--- src/inc/cg_params.svh ---
// constants for the core glue block: bit positions, address windows, timing counts
// assumes inclusion by every design file that decodes control bytes
`ifndef CG_PARAMS_SVH
`define CG_PARAMS_SVH
`define CG_TX_START_POS 1
`define CG_TX_CLEAR_POS 0
`define CG_RX_START_POS 1
`define CG_RX_CLEAR_POS 0
`define CG_LOOPBACK_POS 7
`define CG_HOST_IRQ_POS 0
`define CG_LED_VALUE_LSB 0
`define CG_LED_DIR_LSB 2
`define CG_HOST_ACCEPT_DELAY 3'h4
`define CG_BITS_PER_BYTE 4'h8
`define CG_BOOT_VECTOR 20'hffff0
`define CG_BOOT_FLASH_ADDR 17'h1fff0
`define CG_RESERVED_LO 20'h00440
`define CG_RESERVED_HI 20'h0047f
`define CG_CARD_INFO_LO 20'hffc00
`define CG_CARD_INFO_HI 20'hfffef
`endif

--- src/inc/cg_pkg.sv ---
// state types for the core glue block
// assumes nothing beyond a SystemVerilog compiler
package cg_pkg;
  typedef enum logic [2:0] {CG_TX_IDLE = 3'h1, CG_TX_FETCH = 3'h2, CG_TX_SHIFT = 3'h4} cg_tx_state_t;
  typedef enum logic [2:0] {CG_SL_IDLE = 3'h1, CG_SL_ACCESS = 3'h2, CG_SL_FINISH = 3'h4} cg_slave_state_t;
  typedef enum logic [2:0] {CG_ARB_IDLE = 3'h1, CG_ARB_CORE = 3'h2, CG_ARB_HOST = 3'h4} cg_arb_state_t;
  typedef enum logic [1:0] {CG_SLP_AWAKE = 2'h1, CG_SLP_ASLEEP = 2'h2} cg_sleep_state_t;
  typedef enum logic [1:0] {CG_PNP_IDLE = 2'h1, CG_PNP_CONFIG = 2'h2} cg_pnp_state_t;
endpackage

--- src/logic/cg_fifo.sv ---
// byte fifo with registered read data, emptied only by its clear input
// assumes one clock; deliberately has no reset so stored data survives any reset
`timescale 1ns/10ps
module cg_fifo #(
  parameter int WIDTH = 8,
  parameter int DEPTH = 8
) (
  input wire logic i_clock,
  input wire logic i_clear,
  input wire logic i_push_valid,
  output logic o_push_ready,
  input wire logic [WIDTH-1:0] i_push_data,
  input wire logic i_pop_ready,
  output logic o_pop_valid,
  output logic [WIDTH-1:0] o_pop_data,
  output logic [$clog2(DEPTH+1)-1:0] o_count
);
  localparam int AW = (DEPTH > 1) ? $clog2(DEPTH) : 1;
  logic [WIDTH-1:0] mem [DEPTH];
  logic [AW-1:0] wr_ptr;
  logic [AW-1:0] rd_ptr;
  logic push;
  logic pop;

  assign o_push_ready = (o_count != DEPTH[$clog2(DEPTH+1)-1:0]);
  assign o_pop_valid = (o_count != '0);
  assign push = i_push_valid && o_push_ready;
  assign pop = i_pop_ready && o_pop_valid;

  always_ff @(posedge i_clock) begin
    if (push) begin
      mem[wr_ptr] <= i_push_data;
    end
  end

  always_ff @(posedge i_clock) begin
    if (pop) begin
      o_pop_data <= mem[rd_ptr];
    end
  end

  // pointers move only on traffic or clear, never on reset
  always_ff @(posedge i_clock) begin
    if (i_clear) begin
      wr_ptr <= '0;
      rd_ptr <= '0;
      o_count <= '0;
    end else begin
      if (push) begin
        wr_ptr <= (wr_ptr == AW'(DEPTH - 1)) ? '0 : wr_ptr + 1'b1;
      end
      if (pop) begin
        rd_ptr <= (rd_ptr == AW'(DEPTH - 1)) ? '0 : rd_ptr + 1'b1;
      end
      if (push && !pop) begin
        o_count <= o_count + 1'b1;
      end else if (pop && !push) begin
        o_count <= o_count - 1'b1;
      end
    end
  end
endmodule

--- src/logic/cg_core_glue.sv ---
// glue between the embedded core and the transceiver and host bus units
// assumes one 40 MHz clock, synchronous pin inputs and fifo clears issued once after power-up
`timescale 1ns/10ps
`include "cg_params.svh"
module cg_core_glue #(
  parameter int TX_DEPTH = 8,
  parameter int RX_DEPTH = 8,
  parameter int BIT_DIV = 4,
  parameter int EXTRA_IRQS = 4
) (
  input wire logic i_clock,
  input wire logic i_reset,
  input wire logic [7:0] i_tx_irq_status,
  input wire logic [7:0] i_rx_irq_status,
  input wire logic [EXTRA_IRQS-1:0] i_extra_irq_source,
  input wire logic [EXTRA_IRQS-1:0] i_extra_irq_enable,
  input wire logic i_user_interrupt_pin,
  input wire logic i_user_irq_enable,
  output logic o_core_irq_line_zero,
  output logic o_core_irq_line_one,
  input wire logic i_host_cmd_write,
  input wire logic [7:0] i_host_cmd_wdata,
  input wire logic i_core_host_irq_clear,
  input wire logic i_host_reg_two_write,
  input wire logic [7:0] i_host_reg_two_wdata,
  output logic [7:0] o_host_register_two,
  input wire logic i_host_reg_three_write,
  input wire logic [6:0] i_host_reg_three_wdata,
  output logic [6:0] o_host_register_three,
  input wire logic i_tx_fifo_write,
  input wire logic [7:0] i_tx_fifo_wdata,
  input wire logic i_rx_fifo_read,
  output logic [7:0] o_rx_fifo_rdata,
  output logic o_rx_dma_request,
  output logic o_tx_dma_request,
  input wire logic i_tx_control_write,
  input wire logic [7:0] i_tx_control_wdata,
  input wire logic i_rx_control_write,
  input wire logic [7:0] i_rx_control_wdata,
  input wire logic i_config_three_write,
  input wire logic [7:0] i_config_three_wdata,
  output logic o_loopback_enable,
  output logic o_tx_serial,
  input wire logic i_rx_serial,
  output logic o_rx_overrun,
  output logic o_delimiter_owner_rx,
  input wire logic i_led_core_write,
  input wire logic [3:0] i_led_core_wdata,
  input wire logic i_led_host_write,
  input wire logic [3:0] i_led_host_wdata,
  input wire logic [1:0] i_led_in,
  output logic [1:0] o_led_out,
  output logic [1:0] o_led_oe,
  output logic [1:0] o_led_level,
  output logic o_core_reset,
  input wire logic i_host_select,
  output logic o_host_slave_ready,
  output logic o_host_data_oe,
  output logic [7:0] o_host_rdata,
  output logic o_host_ack,
  input wire logic i_core_mem_req,
  input wire logic i_host_mem_req,
  output logic o_core_mem_grant,
  output logic o_host_mem_grant,
  input wire logic i_sleep_request,
  input wire logic i_wake_request,
  output logic o_awake,
  input wire logic i_pnp_start,
  input wire logic i_pnp_done,
  output logic o_pnp_busy,
  input wire logic [19:0] i_core_addr,
  output logic [16:0] o_flash_addr,
  output logic o_reserved_access
);
  localparam int DW = (BIT_DIV > 1) ? $clog2(BIT_DIV) : 1;
  cg_pkg::cg_tx_state_t tx_state;
  cg_pkg::cg_slave_state_t slave_state;
  cg_pkg::cg_arb_state_t arb_state;
  cg_pkg::cg_sleep_state_t sleep_state;
  cg_pkg::cg_pnp_state_t pnp_state;
  logic host_irq_flag;
  logic tx_start_bit;
  logic rx_start_bit;
  logic [DW-1:0] div_count;
  logic bit_tick;
  logic [7:0] tx_shift;
  logic [3:0] tx_bits;
  logic [7:0] rx_shift;
  logic [3:0] rx_bits;
  logic rx_sample;
  logic rx_bit;
  logic rx_byte_valid;
  logic [7:0] buf0;
  logic [7:0] buf1;
  logic [1:0] buf_count;
  logic buf_push;
  logic buf_pop;
  logic [3:0] led_reg;
  logic [2:0] accept_count;
  logic tx_push_ready;
  logic tx_pop_valid;
  logic tx_pop;
  logic [7:0] tx_pop_data;
  logic [$clog2(TX_DEPTH+1)-1:0] tx_count;
  logic rx_push_ready;
  logic rx_pop_valid;
  logic [$clog2(RX_DEPTH+1)-1:0] rx_count;
  logic tx_clear;
  logic rx_clear;
  logic tx_start_set;
  logic rx_start_set;

  assign tx_clear = i_tx_control_write && i_tx_control_wdata[`CG_TX_CLEAR_POS];
  assign rx_clear = i_rx_control_write && i_rx_control_wdata[`CG_RX_CLEAR_POS];
  assign tx_start_set = i_tx_control_write && i_tx_control_wdata[`CG_TX_START_POS];
  assign rx_start_set = i_rx_control_write && i_rx_control_wdata[`CG_RX_START_POS];

  // interrupt routing, one fixed line per source unit
  always_ff @(posedge i_clock or posedge i_reset) begin
    if (i_reset) begin
      o_core_irq_line_zero <= 1'b0;
    end else begin
      o_core_irq_line_zero <= (|i_tx_irq_status) || (|i_rx_irq_status) ||
        (|(i_extra_irq_source & i_extra_irq_enable)) || (i_user_interrupt_pin && i_user_irq_enable);
    end
  end

  // a new host write in the clearing cycle keeps the flag set
  always_ff @(posedge i_clock or posedge i_reset) begin
    if (i_reset) begin
      host_irq_flag <= 1'b0;
    end else if (i_host_cmd_write && i_host_cmd_wdata[`CG_HOST_IRQ_POS]) begin
      host_irq_flag <= 1'b1;
    end else if (i_core_host_irq_clear) begin
      host_irq_flag <= 1'b0;
    end
  end
  assign o_core_irq_line_one = host_irq_flag;

  // these two host registers deliberately ride through every reset
  always_ff @(posedge i_clock) begin
    if (i_host_reg_two_write) begin
      o_host_register_two <= i_host_reg_two_wdata;
    end
    if (i_host_reg_three_write) begin
      o_host_register_three <= i_host_reg_three_wdata;
    end
  end

  always_ff @(posedge i_clock or posedge i_reset) begin
    if (i_reset) begin
      tx_start_bit <= 1'b0;
      rx_start_bit <= 1'b0;
      o_loopback_enable <= 1'b0;
      o_delimiter_owner_rx <= 1'b0;
    end else begin
      if (i_tx_control_write) begin
        tx_start_bit <= i_tx_control_wdata[`CG_TX_START_POS];
      end
      if (i_rx_control_write) begin
        rx_start_bit <= i_rx_control_wdata[`CG_RX_START_POS];
      end
      if (i_config_three_write) begin
        o_loopback_enable <= i_config_three_wdata[`CG_LOOPBACK_POS];
      end
      if (rx_start_set) begin
        o_delimiter_owner_rx <= 1'b1;
      end else if (tx_start_set) begin
        o_delimiter_owner_rx <= 1'b0;
      end
    end
  end

  cg_fifo #(.WIDTH(8), .DEPTH(TX_DEPTH)) u_tx_fifo (
    .i_clock(i_clock),
    .i_clear(tx_clear),
    .i_push_valid(i_tx_fifo_write),
    .o_push_ready(tx_push_ready),
    .i_push_data(i_tx_fifo_wdata),
    .i_pop_ready(tx_pop),
    .o_pop_valid(tx_pop_valid),
    .o_pop_data(tx_pop_data),
    .o_count(tx_count)
  );

  cg_fifo #(.WIDTH(8), .DEPTH(RX_DEPTH)) u_rx_fifo (
    .i_clock(i_clock),
    .i_clear(rx_clear),
    .i_push_valid(buf_count != 2'h0),
    .o_push_ready(rx_push_ready),
    .i_push_data(buf0),
    .i_pop_ready(i_rx_fifo_read),
    .o_pop_valid(rx_pop_valid),
    .o_pop_data(o_rx_fifo_rdata),
    .o_count(rx_count)
  );

  assign o_rx_dma_request = rx_pop_valid;
  assign o_tx_dma_request = tx_push_ready;

  always_ff @(posedge i_clock or posedge i_reset) begin
    if (i_reset) begin
      div_count <= '0;
    end else begin
      div_count <= (div_count == DW'(BIT_DIV - 1)) ? '0 : div_count + 1'b1;
    end
  end
  assign bit_tick = (div_count == DW'(BIT_DIV - 1));

  // in loopback a byte is only fetched when the receive buffer can take it
  assign tx_pop = (tx_state == cg_pkg::CG_TX_IDLE) && tx_start_bit && tx_pop_valid &&
                  (!o_loopback_enable || buf_count == 2'h0);

  always_ff @(posedge i_clock or posedge i_reset) begin
    if (i_reset) begin
      tx_state <= cg_pkg::CG_TX_IDLE;
      tx_shift <= 8'h00;
      tx_bits <= 4'h0;
      o_tx_serial <= 1'b1;
    end else begin
      case (tx_state)
        cg_pkg::CG_TX_IDLE: begin
          o_tx_serial <= 1'b1;
          if (tx_pop) begin
            tx_state <= cg_pkg::CG_TX_FETCH;
          end
        end
        cg_pkg::CG_TX_FETCH: begin
          tx_shift <= tx_pop_data;
          tx_bits <= 4'h0;
          tx_state <= cg_pkg::CG_TX_SHIFT;
        end
        cg_pkg::CG_TX_SHIFT: begin
          if (!tx_start_bit) begin
            tx_state <= cg_pkg::CG_TX_IDLE;
          end else if (bit_tick) begin
            o_tx_serial <= tx_shift[0];
            tx_shift <= {1'b0, tx_shift[7:1]};
            tx_bits <= tx_bits + 1'b1;
            if (tx_bits == `CG_BITS_PER_BYTE - 1'b1) begin
              tx_state <= cg_pkg::CG_TX_IDLE;
            end
          end
        end
        default: tx_state <= cg_pkg::CG_TX_IDLE;
      endcase
    end
  end

  // loopback samples the bit that the serializer launches on the same tick
  assign rx_sample = rx_start_bit && bit_tick &&
                     (!o_loopback_enable || (tx_state == cg_pkg::CG_TX_SHIFT && tx_start_bit));
  assign rx_bit = o_loopback_enable ? tx_shift[0] : i_rx_serial;

  always_ff @(posedge i_clock or posedge i_reset) begin
    if (i_reset) begin
      rx_shift <= 8'h00;
      rx_bits <= 4'h0;
      rx_byte_valid <= 1'b0;
    end else begin
      rx_byte_valid <= 1'b0;
      if (!rx_start_bit) begin
        rx_bits <= 4'h0;
      end else if (rx_sample) begin
        rx_shift <= {rx_bit, rx_shift[7:1]};
        if (rx_bits == `CG_BITS_PER_BYTE - 1'b1) begin
          rx_bits <= 4'h0;
          rx_byte_valid <= 1'b1;
        end else begin
          rx_bits <= rx_bits + 1'b1;
        end
      end
    end
  end

  // two-entry buffer absorbs a word while the rx fifo is full
  assign buf_push = rx_byte_valid && (buf_count != 2'h2);
  assign buf_pop = (buf_count != 2'h0) && rx_push_ready;

  always_ff @(posedge i_clock or posedge i_reset) begin
    if (i_reset) begin
      buf_count <= 2'h0;
      buf0 <= 8'h00;
      buf1 <= 8'h00;
    end else begin
      case ({buf_push, buf_pop})
        2'b10: begin
          if (buf_count == 2'h0) begin
            buf0 <= rx_shift;
          end else begin
            buf1 <= rx_shift;
          end
          buf_count <= buf_count + 1'b1;
        end
        2'b01: begin
          buf0 <= buf1;
          buf_count <= buf_count - 1'b1;
        end
        2'b11: begin
          if (buf_count == 2'h1) begin
            buf0 <= rx_shift;
          end else begin
            buf0 <= buf1;
            buf1 <= rx_shift;
          end
        end
        default: buf_count <= buf_count;
      endcase
    end
  end

  always_ff @(posedge i_clock or posedge i_reset) begin
    if (i_reset) begin
      o_rx_overrun <= 1'b0;
    end else if (rx_byte_valid && buf_count == 2'h2) begin
      o_rx_overrun <= 1'b1;
    end else if (i_rx_control_write) begin
      o_rx_overrun <= 1'b0;
    end
  end

  // core write wins when both sides write the led register together
  always_ff @(posedge i_clock or posedge i_reset) begin
    if (i_reset) begin
      led_reg <= 4'h0;
    end else if (i_led_core_write) begin
      led_reg <= i_led_core_wdata;
    end else if (i_led_host_write) begin
      led_reg <= i_led_host_wdata;
    end
  end

  for (genvar g = 0; g < 2; g++) begin : g_led
    assign o_led_out[g] = led_reg[`CG_LED_VALUE_LSB + g];
    assign o_led_oe[g] = led_reg[`CG_LED_DIR_LSB + g];
    always_ff @(posedge i_clock or posedge i_reset) begin
      if (i_reset) begin
        o_led_level[g] <= 1'b0;
      end else begin
        o_led_level[g] <= o_led_oe[g] ? o_led_out[g] : i_led_in[g];
      end
    end
  end

  always_ff @(posedge i_clock or posedge i_reset) begin
    if (i_reset) begin
      o_core_reset <= 1'b1;
    end else begin
      o_core_reset <= 1'b0;
    end
  end

  always_ff @(posedge i_clock or posedge i_reset) begin
    if (i_reset) begin
      accept_count <= 3'h0;
    end else if (accept_count != `CG_HOST_ACCEPT_DELAY) begin
      accept_count <= accept_count + 1'b1;
    end
  end
  assign o_host_slave_ready = (accept_count == `CG_HOST_ACCEPT_DELAY);

  always_ff @(posedge i_clock or posedge i_reset) begin
    if (i_reset) begin
      slave_state <= cg_pkg::CG_SL_IDLE;
      o_host_rdata <= 8'h00;
    end else begin
      case (slave_state)
        cg_pkg::CG_SL_IDLE: begin
          if (i_host_select && o_host_slave_ready) begin
            o_host_rdata <= o_host_register_two;
            slave_state <= cg_pkg::CG_SL_ACCESS;
          end
        end
        cg_pkg::CG_SL_ACCESS: slave_state <= cg_pkg::CG_SL_FINISH;
        cg_pkg::CG_SL_FINISH: slave_state <= cg_pkg::CG_SL_IDLE;
        default: slave_state <= cg_pkg::CG_SL_IDLE;
      endcase
    end
  end
  assign o_host_data_oe = (slave_state == cg_pkg::CG_SL_ACCESS);
  assign o_host_ack = (slave_state == cg_pkg::CG_SL_FINISH);

  always_ff @(posedge i_clock or posedge i_reset) begin
    if (i_reset) begin
      arb_state <= cg_pkg::CG_ARB_IDLE;
    end else begin
      case (arb_state)
        cg_pkg::CG_ARB_IDLE: begin
          if (i_core_mem_req) begin
            arb_state <= cg_pkg::CG_ARB_CORE;
          end else if (i_host_mem_req) begin
            arb_state <= cg_pkg::CG_ARB_HOST;
          end
        end
        cg_pkg::CG_ARB_CORE: if (!i_core_mem_req) arb_state <= cg_pkg::CG_ARB_IDLE;
        cg_pkg::CG_ARB_HOST: if (!i_host_mem_req) arb_state <= cg_pkg::CG_ARB_IDLE;
        default: arb_state <= cg_pkg::CG_ARB_IDLE;
      endcase
    end
  end
  assign o_core_mem_grant = (arb_state == cg_pkg::CG_ARB_CORE);
  assign o_host_mem_grant = (arb_state == cg_pkg::CG_ARB_HOST);

  always_ff @(posedge i_clock or posedge i_reset) begin
    if (i_reset) begin
      sleep_state <= cg_pkg::CG_SLP_AWAKE;
      pnp_state <= cg_pkg::CG_PNP_IDLE;
    end else begin
      case (sleep_state)
        cg_pkg::CG_SLP_AWAKE: if (i_sleep_request) sleep_state <= cg_pkg::CG_SLP_ASLEEP;
        cg_pkg::CG_SLP_ASLEEP: if (i_wake_request) sleep_state <= cg_pkg::CG_SLP_AWAKE;
        default: sleep_state <= cg_pkg::CG_SLP_AWAKE;
      endcase
      case (pnp_state)
        cg_pkg::CG_PNP_IDLE: if (i_pnp_start) pnp_state <= cg_pkg::CG_PNP_CONFIG;
        cg_pkg::CG_PNP_CONFIG: if (i_pnp_done) pnp_state <= cg_pkg::CG_PNP_IDLE;
        default: pnp_state <= cg_pkg::CG_PNP_IDLE;
      endcase
    end
  end
  assign o_awake = (sleep_state == cg_pkg::CG_SLP_AWAKE);
  assign o_pnp_busy = (pnp_state == cg_pkg::CG_PNP_CONFIG);

  // only the low address bits reach the flash, so the top vector folds down
  always_ff @(posedge i_clock or posedge i_reset) begin
    if (i_reset) begin
      o_flash_addr <= 17'h00000;
      o_reserved_access <= 1'b0;
    end else begin
      o_flash_addr <= i_core_addr[16:0];
      o_reserved_access <= (i_core_addr >= `CG_RESERVED_LO && i_core_addr <= `CG_RESERVED_HI) ||
        (i_core_addr >= `CG_CARD_INFO_LO && i_core_addr <= `CG_CARD_INFO_HI);
    end
  end
endmodule

--- config.mk ---
export PLATFORM = sky130hd
export DESIGN_NAME = cg_core_glue
export DESIGN_NICKNAME = d
export VERILOG_FILES = /design/src/inc/cg_pkg.sv /design/src/logic/cg_fifo.sv /design/src/logic/cg_core_glue.sv
export VERILOG_INCLUDE_DIRS = /design/src /design/src/inc
export SDC_FILE = /design/constraint.sdc
export NUM_CORES = 1
export LEC_CHECK = 0
export BUFFER_PORTS_ARGS = -buffer_cell sky130_fd_sc_hd__clkbuf_2
export CAP_MARGIN = 20
export CELL_PAD_IN_SITES_DETAIL_PLACEMENT = 1
export CELL_PAD_IN_SITES_GLOBAL_PLACEMENT = 2
export CORE_MARGIN = 2
export CORE_UTILIZATION = 36
export DETAILED_ROUTE_END_ITERATION = 8
export PLACE_DENSITY = 0.78
export SYNTH_ARGS = -nofsm -noshare
export SYNTH_HDL_FRONTEND = slang
export SYNTH_SLANG_ARGS = --single-unit
--- constraint.sdc ---
create_clock -name i_clock -period 3.2 [get_ports i_clock]
set_input_delay 0.64 -clock i_clock [delete_from_list [all_inputs] [get_ports i_clock]]
set_output_delay 0.64 -clock i_clock [all_outputs]
set_load 0.01 [all_outputs]
Word-level counts from Yosys, hierarchy flattened:

Memory sizes are Yosys's and may differ from the RTL's. A register that Yosys moved wholly into a read port is not among the register bits.
Cells that the tools add are included.
Widths: inputs -> output; s select.

* add/sub/neg operators: 14
* $mul: 0
* divide/modulo/power cells: 0
* $lt $le $gt $ge: 4
* equal/unequal tests: 47
* shifts and indexed selects: 0
* muxes and demuxes: 64
* bitwise gates (word level): 1
* reductions and logical operators: 64

Operators by type and width (count)
* $mux 8: 6
* $mux 4: 11
* $mux 3: 13
* $pmux 8 s2: 2
* $ne 2x2->1 const B: 13
* $logic_and 1x1->1: 25
* $eq 3x3->1 const B: 8
* $pmux 8 s3: 1
* $reduce_bool 2->1: 11
* $ge 20x11->1 const B: 1
* $ge 20x20->1 const B: 1
* $le 20x11->1 const B: 1
* $le 20x20->1 const B: 1
* $mux 1: 18
* $pmux 3 s3: 2
* $add 4x1->4 const B: 4
* $reduce_or 8->1: 2
* $add 3x1->3 const B: 5
* $reduce_and 3->1: 5
* $eq 2x2->1 const B: 6
* $ne 3x3->1 const B: 4
* $pmux 2 s2: 3
* $mux 2: 5
* $reduce_and 2->1: 5
* 19 further kinds: 41

* flip-flop bits (word level): 137
* latch bits: 0
* bits in writable memories: 128
* ROM bits: 0
* input port bits: 132
* memories kept: 2

Memory list
* u_rx_fifo.mem: words 8, width 8, read ports 1, clocked after memory_dff 1, wr ports 1, RTL line cg_fifo.sv:19 `logic [WIDTH-1:0] mem [DEPTH];`
* u_tx_fifo.mem: words 8, width 8, read ports 1, clocked after memory_dff 1, wr ports 1, RTL line cg_fifo.sv:19

Longest topological paths before layout:

* depth after elaboration: 8
* gate-level depth with buffers: 12

Hierarchy:

Synthesis repeated with hierarchy kept, for this count alone.

* cell total of the unflattened synthesis: 736
* area, all modules: 11632.4 um^2

By module, submodules not included
* cg_fifo: instances 2, cells an instance 173, area an instance 3328.2 um^2, seq. area each 2362.3 um^2
* cg_core_glue: instances 1, cells an instance 390, area an instance 4976.0 um^2, seq. area each 3011.6 um^2

Least setup slack after synthesis:

Ideal clock, no wire load.

* path kind: register -> register
* from: register u_tx_fifo.o_count[0]
* to: register u_tx_fifo.o_count[3]
* arrival time: 2498 ps
* data required time: 3084 ps
* path slack: 586 ps
* stages on the path, launching flop included: 11
* cell sequence: dfxtp_1 > or4b_2 > nand2_2 > inv_1 > ha_1 > inv_1 > ha_1 > a21oi_1 > a211o_1 > a211oi_1 > a31o_2

* elaborated cells between the ends (all ways): 15
* classes of those cells: add/sub: 2; eq/ne: 1; mux: 2; reduce/logical: 10

RTL lines
* from (decl): RTL line cg_fifo.sv:16 `output logic [$clog2(DEPTH+1)-1:0] o_count`
* from (signal assigned): RTL line cg_fifo.sv:56 `o_count <= o_count + 1'b1;`
* from (signal assigned): RTL line cg_fifo.sv:58 `o_count <= o_count - 1'b1;`
* $ne 4x4->1 (*): RTL line cg_fifo.sv:25 `assign o_push_ready = (o_count != DEPTH[$clog2(DEPTH+1)-1:0]);`
* via o_tx_dma_request: RTL line cg_core_glue.sv:35 `output logic o_tx_dma_request,`
* $logic_and 1x1->1 (*): RTL line cg_fifo.sv:27 `assign push = i_push_valid && o_push_ready;`
* via u_tx_fifo.push: RTL line cg_fifo.sv:22 `logic push;`
* $logic_not 1->1: RTL line cg_fifo.sv:57 `end else if (pop && !push) begin`
* $logic_and 1x1->1: RTL line cg_fifo.sv:57
* $reduce_bool 2->1 (no source line)

Mark *: on every way through the listed nets, which the timed path passes. The rest lies on a longest branch. The select of a mux whose other input is x is not followed.
A chain may end at the register's enable or synchronous reset.

Final worst setup path:

* from: register buf_count[0]
* to: register buf0[3]

* cells in the longest elaborated chain, start to end: 5
* elaborated cells between the ends (all ways): 14
* classes of those cells: eq/ne: 6; mux: 2; reduce/logical: 6

Ends and longest elaborated chain
* from (decl): RTL line cg_core_glue.sv:95 `logic [1:0] buf_count;`
* from (signal assigned): RTL line cg_core_glue.sv:293 `buf_count <= buf_count + 1'b1;`
* from (signal assigned): RTL line cg_core_glue.sv:297 `buf_count <= buf_count - 1'b1;`
* from (signal assigned): RTL line cg_core_glue.sv:307 `default: buf_count <= buf_count;`
* $reduce_bool 2->1 (*): RTL line cg_core_glue.sv:278 `assign buf_pop = (buf_count != 2'h0) && rx_push_ready;`
* $logic_and 1x1->1 (*): RTL line cg_core_glue.sv:278
* via buf_pop: RTL line cg_core_glue.sv:97 `logic buf_pop;`
* $eq 2x2->1 / $eq 2x1->1 (equally long branches): RTL line cg_core_glue.sv:286 `case ({buf_push, buf_pop})`
* $ne 2x2->1 (no source line) / $reduce_bool 3->1 (equally long branches)
* $reduce_and 2->1 (no source line)
* to (signal assigned): RTL line cg_core_glue.sv:289 `buf0 <= rx_shift;`
* to (signal assigned): RTL line cg_core_glue.sv:296 `buf0 <= buf1;`
* to (signal assigned): RTL line cg_core_glue.sv:301 `buf0 <= rx_shift;`
* to (decl): RTL line cg_core_glue.sv:93 `logic [7:0] buf0;`

Mark *: on every way through the listed nets, which the timed path passes. The rest lies on a longest branch.

==> impl_metrics.py <==
metrics = {
    "status": {
        "status": "complete, no violations",
    },
    "timing": {
        "postLayoutSetupSlackWorst_ns": 0.358,
        "finalSetupViolations": 0,
        "hold_viol": 0,
        "grt_setup_unrepaired": "no",
        "final.setup_skew_ns": 0.0257,
        "tightest_slew_ns": 0.983,
        "slew_violations": 0,
        "fmax_mhz": 352,
        "fin_crit_ns": 2.84,
        "slew_headroom_pct": 34.1,
        "finalCritPeriodShare_pct": 88.8,
        "final.setup.tns_ns": 0,
    },
    "cts": {
        "clk_path_buf_depth": 3,
        "insertion_delay_ns": 0.56,
        "cts_setup_buffers": 0,
        "cts_tree": "done",
        "cts_buffers": 30,
        "cts_hold_buf": 0,
        "root_buffer": "clkbuf_16",
        "clkTransAtPathRegs_ns": 0.06,
        "cts_resized": 0,
        "htree_num_levels": 1,
        "clock-sinks": 281,
    },
    "drt": {
        "ant_nets": 0,
        "vias": 6546,
        "drt-initial-drc-count": 266,
        "wl_mm": 23.9,
        "drc": 0,
        "routed_via_density": 4.91,
        "dr.pass1.iters": 4,
        "routedWlPerCell_um": 17.9,
    },
    "floorplanning": {
        "die_h_um": 181,
        "die_w_um": 181,
        "initial_utilization_pct": 36.7,
        "dieArea_um2": 32800,
        "core_area_um2": 30700,
        "rows": 64,
        "pin_count": 203,
    },
    "min_path": {
        "min_path_type": "in2reg",
        "hp-start": "i_core_addr[1]",
        "holdPathStages": 1,
        "worstHoldEndpoint": "o_flash_addr[1]$_DFF_PP0_",
    },
    "placement": {
        "hpwl_mm": 17.0,
        "dpl_worst_slack_ns": 0.306,
        "portBuffers": 176,
        "gp_congestion": 0.757,
        "dpl_cell_area_um2": 12700,
    },
    "worst_setup_path": {
        "crit_type": "reg2reg",
        "r2r_start": "buf_count[0]$_DFFE_PP0P_",
        "worstPathRequired_ns": 3.70,
        "cp_slowest_cell": "a211oi_1",
        "critPathLaunchType": "register",
        "r2r_setup_slack_ns": 0.36,
        "crit_top_cell": "ha_1",
        "worstReg2RegEnd": "buf0[3]$_DFFE_PP0P_",
        "path_cells": "inv_1 -> ha_1 -> or2_1 -> inv_6 -> ha_1 -> nand2b_1 -> a211oi_1 -> a22o_2 -> mux2_2",
        "cp_slowest_stage_delay_ns": 0.83,
        "end_kind": "register",
        "cp.arrival_ns": 3.34,
        "crit_buf_inv": 2,
        "cp_top_family": "compound AO/OA/AOI/OAI gates",
        "crit_fanout": 8,
        "r2r_cells": 9,
    },
    "synthesis": {
        "synth_cell_type_count": 70,
        "synth_nets": 865,
        "synth_fa_ha_area_share_pct": 3.12,
        "async_reset_ff_share_pct": 36.3,
        "synth_mux_area_share_pct": 13.0,
        "netlist_instances": 706,
        "synth_commonest_cells": "edfxtp_1, dfrtp_1, mux2_2",
        "synth_ff_type": "edfxtp_1",
        "synth_xor_area_share_pct": 0.620,
        "synthTopCellsByArea": "edfxtp_1, dfrtp_1, mux4_2",
        "synth_edf_count": 159,
        "synth_top_family_by_area": "multiplexers",
        "synth_top_area_share_pct": 42.3,
        "syn_avg_cell_area_um2": 16.0,
        "synth_seq_cells": 281,
        "synth-simple-area-share_pct": 7.71,
        "synth_area_um2": 11300,
        "synth_compound_area_share_pct": 5.27,
        "synth_top_area_cell": "edfxtp_1",
        "synth.most_common_cell": "edfxtp_1",
        "synth-seq-area-share_pct": 68.5,
        "yosys_warnings": 0,
    },
    "cells_and_area": {
        "syn2layout_area_growth_pct": 21.2,
        "top_regs": "u_rx_fifo.mem (64), u_tx_fifo.mem (64), o_flash_addr (17)",
        "drive_gt1_share_pct": 38.9,
        "nets": 1072,
        "n_antenna_cell": 0,
        "n_fill_cell": 3148,
        "final_area_um2": 13700,
    },
    "flow_run": {
        "maxCapViolCount": 0,
    },
    "global_routing": {
        "grt_pass1_wl_mm": 38.1,
        "track_usage_pct": 14.5,
        "gr-total-overflow": 0,
        "antenna_found_initial": 0,
        "grt_pass1_vias": 7002,
        "grt_max_degree": 70,
    },
    "power": {
        "power.density_nw_per_um2": 717,
        "leakagePower_nw": 5.34,
        "peakVddDrop_mv": 0.474,
    },
}
layer usage:
layer  routed length, um  vias to the layer above  track usage [%]
met4                 656                        0             4.26
met1                9910                     3310             17.6
met3                 811                       43             2.56
met5                   0                        -                0
met2               12500                      101             26.1
li1                    -                     3092                -
cells in the final DEF (no fill, tap or decap), types with 5 or more instances in the layout:
master,instances
nand2_1,44
edfxtp_1,159
dfstp_2,7
nand3_1,9
dfxtp_1,20
nor2b_1,5
a22o_1,5
nand3b_1,5
clkbuf_16,30
nor3b_1,10
nor2_1,30
inv_1,23
clkbuf_8,5
ha_1,25
nor4_1,7
a21oi_1,15
dfrtp_1,95
nand4_1,5
buf_4,22
xnor2_1,6
nor3_1,7
clkbuf_1,5
mux2i_1,18
clkinv_2,7
clkbuf_2,176
mux2_2,50
a22o_2,7
o21ai_0,30
mux4_2,32
nand2b_1,5
how the worst max path moves through the flow:
| stage | from | endpoint | slack (ns) | cells past startpoint |
|---|---|---|---|---|
| 4_1_cts | buf_count[0]$_DFFE_PP0P_ | buf0[3]$_DFFE_PP0P_ | 0.28 | 9 |
| 2_1_floorplan | u_tx_fifo.o_count[0]$_SDFFE_PP0P_ | u_tx_fifo.o_count[3]$_SDFFE_PP0P_ | 0.59 | 10 |
| 3_5_place_dp | buf_count[0]$_DFFE_PP0P_ | buf0[3]$_DFFE_PP0P_ | 0.31 | 9 |
| 5_1_grt | buf_count[0]$_DFFE_PP0P_ | buf0[1]$_DFFE_PP0P_ | 0.09 | 9 |
| 3_3_place_gp | buf_count[0]$_DFFE_PP0P_ | buf0[0]$_DFFE_PP0P_ | 0.41 | 9 |
| 6_report | buf_count[0]$_DFFE_PP0P_ | buf0[3]$_DFFE_PP0P_ | 0.36 | 9 |
layout make-up:
class / instances / area (um2) / share of cell area [%]
well taps: 396 / 495 / 3.62
repair buffers: 198 / 1050 / 7.64
clock inverters: 15 / 113 / 0.822
inverters: 25 / 103 / 0.749
flip-flops and latches: 281 / 7740 / 56.5
clock buffers: 40 / 838 / 6.12
multi-input cells: 377 / 3360 / 24.6
cell families (layout without fill, tap and decap cells):
group	Yosys count	after routing
XOR/XNOR	8	8
AND/OR/NAND/NOR	157	157
multiplexers	100	100
flip-flops	281	281
other	1	1
buffers and inverters	48	278
adder cells (fa/ha/maj)	27	27
AO/OA/AOI/OAI	84	84
where the power goes:
part           total [mW]  internal (mW)  switching (mW)
Clock                3.31           1.91            1.40
Combinational        1.72          0.878           0.840
Sequential           4.79           4.40           0.386
per-stage QoR:
| stage | power (mW) | utilization, % | instances | hold WS, ns |
|---|---|---|---|---|
| floorplan | 5.97 | - | 706 | 0.403 |
| global placement | 6.52 | 41.4 | 1277 | 0.413 |
| detailed placement | 6.61 | 41.4 | 1277 | 0.426 |
| CTS | 9.97 | 44.5 | 1332 | 0.152 |
| global route | 10.3 | 44.5 | 1332 | 0.162 |
| finish | 9.81 | 44.5 | 1332 | 0.182 |
Power figures use the tool's default switching activity.
